[src/shared/temp_cmp_pkg.sv]
// shared constants, types and register map of the temperature threshold block
package temp_cmp_pkg;

    // ==========================================================
    // bus geometry
    localparam int unsigned ADDR_W = 8;
    localparam int unsigned DATA_W = 32;
    localparam int unsigned REG_W = 8;
    localparam int unsigned IDX_W = 6;
    localparam int unsigned IDX_LSB = 2;

    // ==========================================================
    // register indices, byte address is four times the index
    localparam logic [IDX_W-1:0] IDX_LOW_THR = 6'h16;
    localparam logic [IDX_W-1:0] IDX_HIGH_THR = 6'h17;
    localparam logic [IDX_W-1:0] IDX_LOW_CNT = 6'h18;
    localparam logic [IDX_W-1:0] IDX_CONTROL = 6'h20;
    localparam logic [IDX_W-1:0] IDX_STATUS = 6'h21;
    localparam logic [IDX_W-1:0] IDX_MASK = 6'h22;

    // ==========================================================
    // reset values
    localparam logic [REG_W-1:0] RST_LOW_THR = 8'h00;
    localparam logic [REG_W-1:0] RST_HIGH_THR = 8'h00;
    localparam logic [REG_W-1:0] RST_LOW_CNT = 8'h00;
    localparam logic [REG_W-1:0] CNT_STEP = 8'h01;
    localparam logic [DATA_W-1:0] READ_ZERO = 32'h0000_0000;

    // ==========================================================
    // field positions
    localparam int unsigned CTRL_LOW_STAMP_EN = 0;
    localparam int unsigned EVT_LOW = 0;
    localparam int unsigned EVT_HIGH = 1;
    localparam int unsigned EVT_W = 2;
    localparam logic [EVT_W-1:0] EVT_NONE = 2'h0;

    // ==========================================================
    // types
    typedef struct packed {
        logic high;
        logic low;
    } event_flags_t;

    typedef enum logic [1:0] {
        BUS_IDLE = 2'b01,
        BUS_ACK = 2'b10
    } bus_state_t;

endpackage

[src/rtl/temp_threshold_compare_counter.sv]
// temperature threshold compare, event flags, low event counter, avalon slave
// How it works
// - The low threshold is an 8-bit two's complement register, -128 to 127 in 1 degree steps.
// - The high threshold is an 8-bit two's complement register in the same encoding.
// - A low event is raised when the signed temperature is strictly below the low threshold.
// - Both thresholds always read back, and writes to them are dropped while protected.
// - The low event counter counts low events as an unsigned value from 0 to 255.
// - The low event counter is read only and writes to it change nothing.
//
// The Avalon-MM interface to the registers is this design's own decision.
`timescale 1ns/1ns
module temp_threshold_compare_counter (
    input wire logic clk,
    input wire logic rst,
    input wire logic [temp_cmp_pkg::ADDR_W-1:0] avs_address,
    input wire logic avs_read,
    input wire logic avs_write,
    input wire logic [temp_cmp_pkg::DATA_W-1:0] avs_writedata,
    input wire logic [3:0] avs_byteenable,
    output logic [temp_cmp_pkg::DATA_W-1:0] avs_readdata,
    output logic avs_waitrequest,
    input wire logic [temp_cmp_pkg::REG_W-1:0] temp_int,
    input wire logic write_protect,
    output temp_cmp_pkg::event_flags_t event_pulse,
    output logic irq
);

    // ==========================================================
    // functions
    function automatic logic hit(input logic [temp_cmp_pkg::ADDR_W-1:0] addr,
                                 input logic [temp_cmp_pkg::IDX_W-1:0] idx);
        hit = (addr[temp_cmp_pkg::ADDR_W-1:temp_cmp_pkg::IDX_LSB] == idx);
    endfunction

    function automatic logic signed_below(input logic [temp_cmp_pkg::REG_W-1:0] a,
                                          input logic [temp_cmp_pkg::REG_W-1:0] b);
        signed_below = ($signed(a) < $signed(b));
    endfunction

    function automatic logic [temp_cmp_pkg::DATA_W-1:0] widen(
        input logic [temp_cmp_pkg::REG_W-1:0] v);
        widen = {{(temp_cmp_pkg::DATA_W-temp_cmp_pkg::REG_W){1'b0}}, v};
    endfunction

    // ==========================================================
    // state
    temp_cmp_pkg::bus_state_t bus_state;
    temp_cmp_pkg::bus_state_t next_bus_state;
    logic next_waitrequest;
    logic [temp_cmp_pkg::DATA_W-1:0] next_readdata;

    logic [temp_cmp_pkg::REG_W-1:0] low_temp_threshold;
    logic [temp_cmp_pkg::REG_W-1:0] high_temp_threshold;
    logic [temp_cmp_pkg::REG_W-1:0] next_low_temp_threshold;
    logic [temp_cmp_pkg::REG_W-1:0] next_high_temp_threshold;
    logic low_stamp_enable;
    logic next_low_stamp_enable;
    logic [temp_cmp_pkg::EVT_W-1:0] status;
    logic [temp_cmp_pkg::EVT_W-1:0] next_status;
    logic [temp_cmp_pkg::EVT_W-1:0] mask;
    logic [temp_cmp_pkg::EVT_W-1:0] next_mask;
    logic next_irq;

    temp_cmp_pkg::event_flags_t cond;
    temp_cmp_pkg::event_flags_t cond_prev;
    temp_cmp_pkg::event_flags_t rise;
    temp_cmp_pkg::event_flags_t next_event_pulse;
    logic [temp_cmp_pkg::REG_W-1:0] low_event_counter;

    logic wr_take;
    logic wr_lane0;
    logic [temp_cmp_pkg::EVT_W-1:0] set_bits;
    logic [temp_cmp_pkg::EVT_W-1:0] clr_bits;

    // ==========================================================
    // bus handshake: one wait state, answer in the second cycle
    always_comb begin
        next_bus_state = bus_state;
        next_waitrequest = avs_waitrequest;
        next_readdata = avs_readdata;
        case (bus_state)
            temp_cmp_pkg::BUS_IDLE: begin
                if (avs_read || avs_write) begin
                    next_bus_state = temp_cmp_pkg::BUS_ACK;
                    next_waitrequest = 1'b0;
                    next_readdata = temp_cmp_pkg::READ_ZERO;
                    if (avs_read) begin
                        if (hit(avs_address, temp_cmp_pkg::IDX_LOW_THR)) begin
                            next_readdata = widen(low_temp_threshold);
                        end else if (hit(avs_address, temp_cmp_pkg::IDX_HIGH_THR)) begin
                            next_readdata = widen(high_temp_threshold);
                        end else if (hit(avs_address, temp_cmp_pkg::IDX_LOW_CNT)) begin
                            next_readdata = widen(low_event_counter);
                        end else if (hit(avs_address, temp_cmp_pkg::IDX_CONTROL)) begin
                            next_readdata[temp_cmp_pkg::CTRL_LOW_STAMP_EN] = low_stamp_enable;
                        end else if (hit(avs_address, temp_cmp_pkg::IDX_STATUS)) begin
                            next_readdata[temp_cmp_pkg::EVT_W-1:0] = status;
                        end else if (hit(avs_address, temp_cmp_pkg::IDX_MASK)) begin
                            next_readdata[temp_cmp_pkg::EVT_W-1:0] = mask;
                        end
                    end
                end
            end
            temp_cmp_pkg::BUS_ACK: begin
                next_bus_state = temp_cmp_pkg::BUS_IDLE;
                next_waitrequest = 1'b1;
            end
            default: begin
                next_bus_state = temp_cmp_pkg::BUS_IDLE;
                next_waitrequest = 1'b1;
            end
        endcase
    end

    always_ff @(posedge clk or posedge rst) begin
        if (rst) begin
            bus_state <= temp_cmp_pkg::BUS_IDLE;
            avs_waitrequest <= 1'b1;
            avs_readdata <= temp_cmp_pkg::READ_ZERO;
        end else begin
            bus_state <= next_bus_state;
            avs_waitrequest <= next_waitrequest;
            avs_readdata <= next_readdata;
        end
    end

    // ==========================================================
    // register writes, taken at the edge where waitrequest is low
    assign wr_take = avs_write && (bus_state == temp_cmp_pkg::BUS_ACK);
    assign wr_lane0 = wr_take && avs_byteenable[0];

    always_comb begin
        next_low_temp_threshold = low_temp_threshold;
        next_high_temp_threshold = high_temp_threshold;
        next_low_stamp_enable = low_stamp_enable;
        next_mask = mask;
        clr_bits = temp_cmp_pkg::EVT_NONE;
        if (wr_lane0 && !write_protect) begin
            if (hit(avs_address, temp_cmp_pkg::IDX_LOW_THR)) begin
                next_low_temp_threshold = avs_writedata[temp_cmp_pkg::REG_W-1:0];
            end
            if (hit(avs_address, temp_cmp_pkg::IDX_HIGH_THR)) begin
                next_high_temp_threshold = avs_writedata[temp_cmp_pkg::REG_W-1:0];
            end
        end
        if (wr_lane0) begin
            if (hit(avs_address, temp_cmp_pkg::IDX_CONTROL)) begin
                next_low_stamp_enable = avs_writedata[temp_cmp_pkg::CTRL_LOW_STAMP_EN];
            end
            if (hit(avs_address, temp_cmp_pkg::IDX_STATUS)) begin
                clr_bits = avs_writedata[temp_cmp_pkg::EVT_W-1:0];
            end
            if (hit(avs_address, temp_cmp_pkg::IDX_MASK)) begin
                next_mask = avs_writedata[temp_cmp_pkg::EVT_W-1:0];
            end
        end
    end

    always_ff @(posedge clk or posedge rst) begin
        if (rst) begin
            low_temp_threshold <= temp_cmp_pkg::RST_LOW_THR;
            high_temp_threshold <= temp_cmp_pkg::RST_HIGH_THR;
            low_stamp_enable <= 1'b0;
            mask <= temp_cmp_pkg::EVT_NONE;
        end else begin
            low_temp_threshold <= next_low_temp_threshold;
            high_temp_threshold <= next_high_temp_threshold;
            low_stamp_enable <= next_low_stamp_enable;
            mask <= next_mask;
        end
    end

    // ==========================================================
    // comparison and event detection
    always_comb begin
        cond.low = signed_below(temp_int, low_temp_threshold);
        cond.high = signed_below(high_temp_threshold, temp_int);
        rise.low = cond.low && !cond_prev.low;
        rise.high = cond.high && !cond_prev.high;
        next_event_pulse = rise;
        set_bits = temp_cmp_pkg::EVT_NONE;
        set_bits[temp_cmp_pkg::EVT_LOW] = rise.low;
        set_bits[temp_cmp_pkg::EVT_HIGH] = rise.high;
        // set wins over a clear in the same cycle
        next_status = (status & ~clr_bits) | set_bits;
        next_irq = |(next_status & next_mask);
    end

    always_ff @(posedge clk or posedge rst) begin
        if (rst) begin
            cond_prev <= '0;
            event_pulse <= '0;
            status <= temp_cmp_pkg::EVT_NONE;
            irq <= 1'b0;
        end else begin
            cond_prev <= cond;
            event_pulse <= next_event_pulse;
            status <= next_status;
            irq <= next_irq;
        end
    end

    // ==========================================================
    // low event counter, no write path reaches it
    low_event_count u_low_event_count (
        .clk(clk),
        .rst(rst),
        .low_event(rise.low),
        .low_stamp_enable(low_stamp_enable),
        .count(low_event_counter)
    );

    // ==========================================================
    // checks
    property p_low_thr_hold;
        @(posedge clk) disable iff (rst)
        !(wr_lane0 && hit(avs_address, temp_cmp_pkg::IDX_LOW_THR)) |=> $stable(low_temp_threshold);
    endproperty
    a_low_thr_hold: assert property (p_low_thr_hold) else $error("low threshold changed unasked");

    property p_high_thr_write;
        @(posedge clk) disable iff (rst)
        (wr_lane0 && !write_protect && hit(avs_address, temp_cmp_pkg::IDX_HIGH_THR))
        |=> (high_temp_threshold == $past(avs_writedata[temp_cmp_pkg::REG_W-1:0]));
    endproperty
    a_high_thr_write: assert property (p_high_thr_write) else $error("high threshold not written");

    property p_low_event;
        @(posedge clk) disable iff (rst)
        ($signed(temp_int) < $signed(low_temp_threshold)) && !cond_prev.low
        |=> event_pulse.low && status[temp_cmp_pkg::EVT_LOW];
    endproperty
    a_low_event: assert property (p_low_event) else $error("low event missed");

    property p_high_event;
        @(posedge clk) disable iff (rst)
        ($signed(temp_int) > $signed(high_temp_threshold)) && !cond_prev.high
        |=> event_pulse.high && status[temp_cmp_pkg::EVT_HIGH];
    endproperty
    a_high_event: assert property (p_high_event) else $error("high event missed");

    property p_no_false_low;
        @(posedge clk) disable iff (rst)
        !($signed(temp_int) < $signed(low_temp_threshold)) |=> !event_pulse.low;
    endproperty
    a_no_false_low: assert property (p_no_false_low) else $error("spurious low event");

    property p_protect;
        @(posedge clk) disable iff (rst)
        (wr_take && write_protect) |=> $stable(low_temp_threshold) && $stable(high_temp_threshold);
    endproperty
    a_protect: assert property (p_protect) else $error("protected threshold written");

    property p_count_ro;
        @(posedge clk) disable iff (rst)
        (wr_take && hit(avs_address, temp_cmp_pkg::IDX_LOW_CNT) && !rise.low)
        |=> $stable(low_event_counter);
    endproperty
    a_count_ro: assert property (p_count_ro) else $error("counter changed by a write");

    property p_count_enable;
        @(posedge clk) disable iff (rst)
        (rise.low && low_stamp_enable) |=> (low_event_counter != $past(low_event_counter));
    endproperty
    a_count_enable: assert property (p_count_enable) else $error("enabled counter stuck");

    property p_answer;
        @(posedge clk) disable iff (rst)
        (avs_read || avs_write) && avs_waitrequest && bus_state == temp_cmp_pkg::BUS_IDLE
        |=> !avs_waitrequest ##1 avs_waitrequest;
    endproperty
    a_answer: assert property (p_answer) else $error("bus answer not one cycle after request");

    property p_irq;
        @(posedge clk) disable iff (rst)
        irq == |(status & mask);
    endproperty
    a_irq: assert property (p_irq) else $error("interrupt disagrees with status and mask");

    c_low_counted: cover property (@(posedge clk) disable iff (rst)
        rise.low && low_stamp_enable ##1 event_pulse.low);
    c_high_event: cover property (@(posedge clk) disable iff (rst)
        rise.high ##1 irq);
    c_blocked_write: cover property (@(posedge clk) disable iff (rst)
        wr_take && write_protect && hit(avs_address, temp_cmp_pkg::IDX_LOW_THR));

endmodule // temp_threshold_compare_counter

[src/rtl/low_event_count.sv]
// wrapping 8-bit counter of low temperature events
`timescale 1ns/1ns
module low_event_count (
    input wire logic clk,
    input wire logic rst,
    input wire logic low_event,
    input wire logic low_stamp_enable,
    output logic [temp_cmp_pkg::REG_W-1:0] count
);

    // ==========================================================
    // next value and register
    logic [temp_cmp_pkg::REG_W-1:0] next_count;

    always_comb begin
        next_count = count;
        if (low_event && low_stamp_enable) begin
            // 255 wraps to 0 by the width of the sum
            next_count = temp_cmp_pkg::REG_W'(count + temp_cmp_pkg::CNT_STEP);
        end
    end

    always_ff @(posedge clk or posedge rst) begin
        if (rst) begin
            count <= temp_cmp_pkg::RST_LOW_CNT;
        end else begin
            count <= next_count;
        end
    end

    // ==========================================================
    // checks
    property p_count_step;
        @(posedge clk) disable iff (rst)
        (low_event && low_stamp_enable)
        |=> (count == temp_cmp_pkg::REG_W'($past(count) + temp_cmp_pkg::CNT_STEP));
    endproperty
    a_count_step: assert property (p_count_step) else $error("counter did not step by one");

    property p_count_gate;
        @(posedge clk) disable iff (rst)
        !(low_event && low_stamp_enable) |=> $stable(count);
    endproperty
    a_count_gate: assert property (p_count_gate) else $error("counter moved while gated");

    c_count_wrap: cover property (@(posedge clk) disable iff (rst)
        (count == 8'hFF && low_event && low_stamp_enable) ##1 (count == 8'h00));

endmodule // low_event_count

[config.mk]
export PLATFORM = sky130hd
export DESIGN_NAME = temp_threshold_compare_counter
export DESIGN_NICKNAME = d
export VERILOG_FILES = /design/src/shared/temp_cmp_pkg.sv /design/src/rtl/temp_threshold_compare_counter.sv /design/src/rtl/low_event_count.sv
export SDC_FILE = /design/constraint.sdc
export NUM_CORES = 1
export LEC_CHECK = 0
export BUFFER_PORTS_ARGS = -buffer_cell sky130_fd_sc_hd__buf_2
export CORE_AREA = 2 2 79 74
export DETAILED_ROUTE_END_ITERATION = 10
export DIE_AREA = 0 0 81 76
export PLACE_DENSITY = 0.78
export SETUP_SLACK_MARGIN = 0.3
export SYNTH_ARGS = -nofsm -noshare
export SYNTH_HDL_FRONTEND = slang
export SYNTH_SLANG_ARGS = --single-unit
[constraint.sdc]
create_clock -name clk -period 2.5 [get_ports clk]
set_clock_uncertainty 0.1 [all_clocks]
set_input_delay 0.125 -clock clk [delete_from_list [all_inputs] [get_ports clk]]
set_output_delay 0.125 -clock clk [all_outputs]
set_load 0.02 [all_outputs]
==> results.yml <==
floorplanning:
  std_cell_rows: 26
  core_area_um2: 5400
  ios: 93
  dieArea_um2: 6156
  die_h_um: 76
  die_x_um: 81
  start_util_pct: 47.78
outcome:
  status: "finished clean"
sta:
  fmax_ghz: 0.4709
  rsz0062_at_grt: "no"
  max_slew_margin_pct: 56.97
  holdWs_ps: 32.80
  setup_slack_ps: 376.3
  tns_ps: 0
  maxSlewViolCount: 0
  setup_viol: 0
  worstMarginPinSlew_ps: 641.1
  fin_crit_sh_pct: 84.95
  finalHoldViolations: 0
  period_minus_slack_ps: 2124
min_path:
  whs_endpoint: "high_temp_threshold[0]$_DFFE_PP0P_"
  holdCritStartpoint: "avs_writedata[0]"
  hold_path_class: "in -> reg"
  hold_depth: 2
routing:
  vias_per_cell: 5.305
  vias: 2000
  drc: 0
  wl_mm: 5.539
  initialDrtViolationCount: 199
  post_drt_wl_per_cell_um: 14.69
  first_pass_iters: 4
  antenna_left: 0
pwr:
  p_per_area_nw_per_um2: 502.2
  power.leakage_nw: 1.585
  peakVddDrop_mv: 0.3153
synthesis:
  synth_area_leaders: "dfrtp_1 42%, buf_4 7.6%, ha_1 7.3%, mux2_2 5.7%, nand2_1 3.5%"
  syn_area_um2: 2580
  synth_most_common_cell: "dfrtp_1"
  synth_cell_type_count: 49
  synthArstFlopShare_pct: 100.0
  ys.flop_type: "dfrtp_1"
  synth_common_cells: "43 x dfrtp_1, 26 x buf_4, 24 x nand2_1, 21 x inv_1, 17 x o21ai_0"
  ys_ff_latch: 44
  netlist_instances: 248
  synth_edf_count: 0
  yosysWarnings: 0
  yosysTopAreaCell: "dfrtp_1"
  synth_top_area_share_pct: 41.71
  ys_seq_area_share_pct: 42.73
  syn_avg_cell_area_um2: 10.40
clock_network:
  clkTransAtPathRegs_ps: 80
  cts_tree: "done"
  cts_buffers: 5
  clkLatencyLatePin_ps: 300
  cts_max_level: 2
  cts_root_buffer: "clkbuf_8"
  clk_path_buf_depth: 2
  cts.sinks: 44
job:
  maxCapViolations: 0
grt:
  use_met2_pct: 27.85
  grtUsageTotal_pct: 18.67
  use_met1_pct: 26.54
  grt_max_degree: 45
  grt_pass1_wl_mm: 8.866
  antenna_found_initial: 0
  met3_usage_pct: 3.910
  globalRouteOverflowTotal: 0
  grt.busiest_layer: "met2"
  first_global_vias: 1914
critical_path:
  crit_type: "reg -> reg"
  ff2ff_path_depth: 7
  cp_data_required_time_ps: 2590
  critPathMaxFanout: 5
  end_kind: "register"
  timing.rr.start: "low_temp_threshold[2]$_DFFE_PP0P_"
  r2r_slack_ps: 380
  critPathArrivalTime_ps: 2210
  reg2reg_to: "u_low_event_count.count[1]$_DFFE_PP0P_"
  critPathLaunchType: "register"
layout:
  drive_gt1_share_pct: 29.64
  syn_to_final_growth_pct: 18.28
  fin_util_pct: 56.51
  antenna_cells: 0
  nFillCells: 490
  nets: 378
  layoutNonFillerInstCount: 377
placed_design:
  place_inst: 356
  hpwl_mm: 4.104
  place.gp.congestion: 0.8749
  post-place-ws_ps: 154.6
  io_buffers: 39
-- cells by family after synthesis --
group	Yosys count	synth area share, %
AOI/OAI and AO/OA	52	14.02
xor gates and xnor gates	7	2.376
adders and majority gates	15	7.274
buffers and inverters	49	11.25
DFF	44	42.73
muxes	14	6.062
other	1	0.1454
and+or+nand+nor	66	16.15
-- per-stage QoR --
step                area [µm²]  total power, mW
finish                    3052            1.533
global route              3052            1.618
CTS                       2967            1.543
detailed placement        2768            1.067
global placement          2768            1.055
floorplan                 2666            1.008
-- how the worst max path moves through the flow --
stage / startpoint / endpoint / slack, ps / cells past startpoint
2_1_floorplan: low_temp_threshold[7]$_DFFE_PP0P_ / u_low_event_count.count[1]$_DFFE_PP0P_ / 340 / 7
3_3_place_gp: low_temp_threshold[7]$_DFFE_PP0P_ / u_low_event_count.count[1]$_DFFE_PP0P_ / 180 / 7
3_5_place_dp: low_temp_threshold[7]$_DFFE_PP0P_ / u_low_event_count.count[1]$_DFFE_PP0P_ / 150 / 7
4_1_cts: low_temp_threshold[7]$_DFFE_PP0P_ / u_low_event_count.count[1]$_DFFE_PP0P_ / 300 / 7
5_1_grt: low_temp_threshold[2]$_DFFE_PP0P_ / u_low_event_count.count[1]$_DFFE_PP0P_ / 280 / 7
6_report: low_temp_threshold[2]$_DFFE_PP0P_ / u_low_event_count.count[1]$_DFFE_PP0P_ / 380 / 7
-- final cells by class --
class                      instances  area (µm²)  area share [%]
clock buffer                       6       82.58           2.706
clock inverter                     2       10.01          0.3280
inverter                          21       78.83           2.583
multi-input combinational        178        1341           43.95
sequential                        44        1102           36.12
tap                               70       87.58           2.870
timing repair buffer              56       349.1           11.44
-- flip-flops by register name, indices dropped and copies added, names as in the netlist --
register / count
avs_readdata: 8
high_temp_threshold: 8
low_temp_threshold: 8
u_low_event_count.count: 8
bus_state: 2
cond_prev: 2
event_pulse: 2
mask: 2
status: 2
irq: 1
low_stamp_enable: 1
-- per-layer routing --
layer	routed length, µm	up-vias
met5	0	-
met4	67	0
met3	434	7
met2	2629	74
met1	2407	963
li1	-	956
-- report_power, final --
part | switching (mW) | internal (mW) | total, mW
logic | 0.184 | 0.100 | 0.284
clock network | 0.236 | 0.221 | 0.456
registers | 0.0322 | 0.760 | 0.792
total | 0.452 | 1.08 | 1.53
-- what timing repair did --
action                                  4_1_cts  5_1_grt
endpoints found under the setup margin        5        6
buffers inserted                              1        3
hold buffers                                  9        0
endpoints found under the hold margin        57        0
resized for setup                             3       13
pin swaps                                     1        4
-- critical path, stage by stage, from the launching register on --
cell,delay (ps)
dfrtp_1,360
inv_1,60
ha_1,300
a21oi_2,160
o21ai_2,100
a2111o_1,490
nand2_2,120
mux2_2,330
-- cells in the final DEF (no fill, tap or decap), types with 3 or more instances in the layout --
master	Yosys	routed
nor2_1	6	6
dfrtp_1	43	43
nand3_1	4	4
clkbuf_8	0	6
o21ai_0	17	16
ha_1	15	14
a21oi_1	8	3
nor3b_4	3	3
dlygate4sd3_1	0	9
a21oi_2	0	5
nor2b_1	4	4
a222oi_1	7	7
inv_1	21	21
nand2b_1	3	3
buf_2	1	39
conb_1	1	24
xor2_1	7	7
mux2_2	13	13
buf_4	26	7
nand2_1	24	23
No activity file was read; power rests on OpenSTA's default activity.
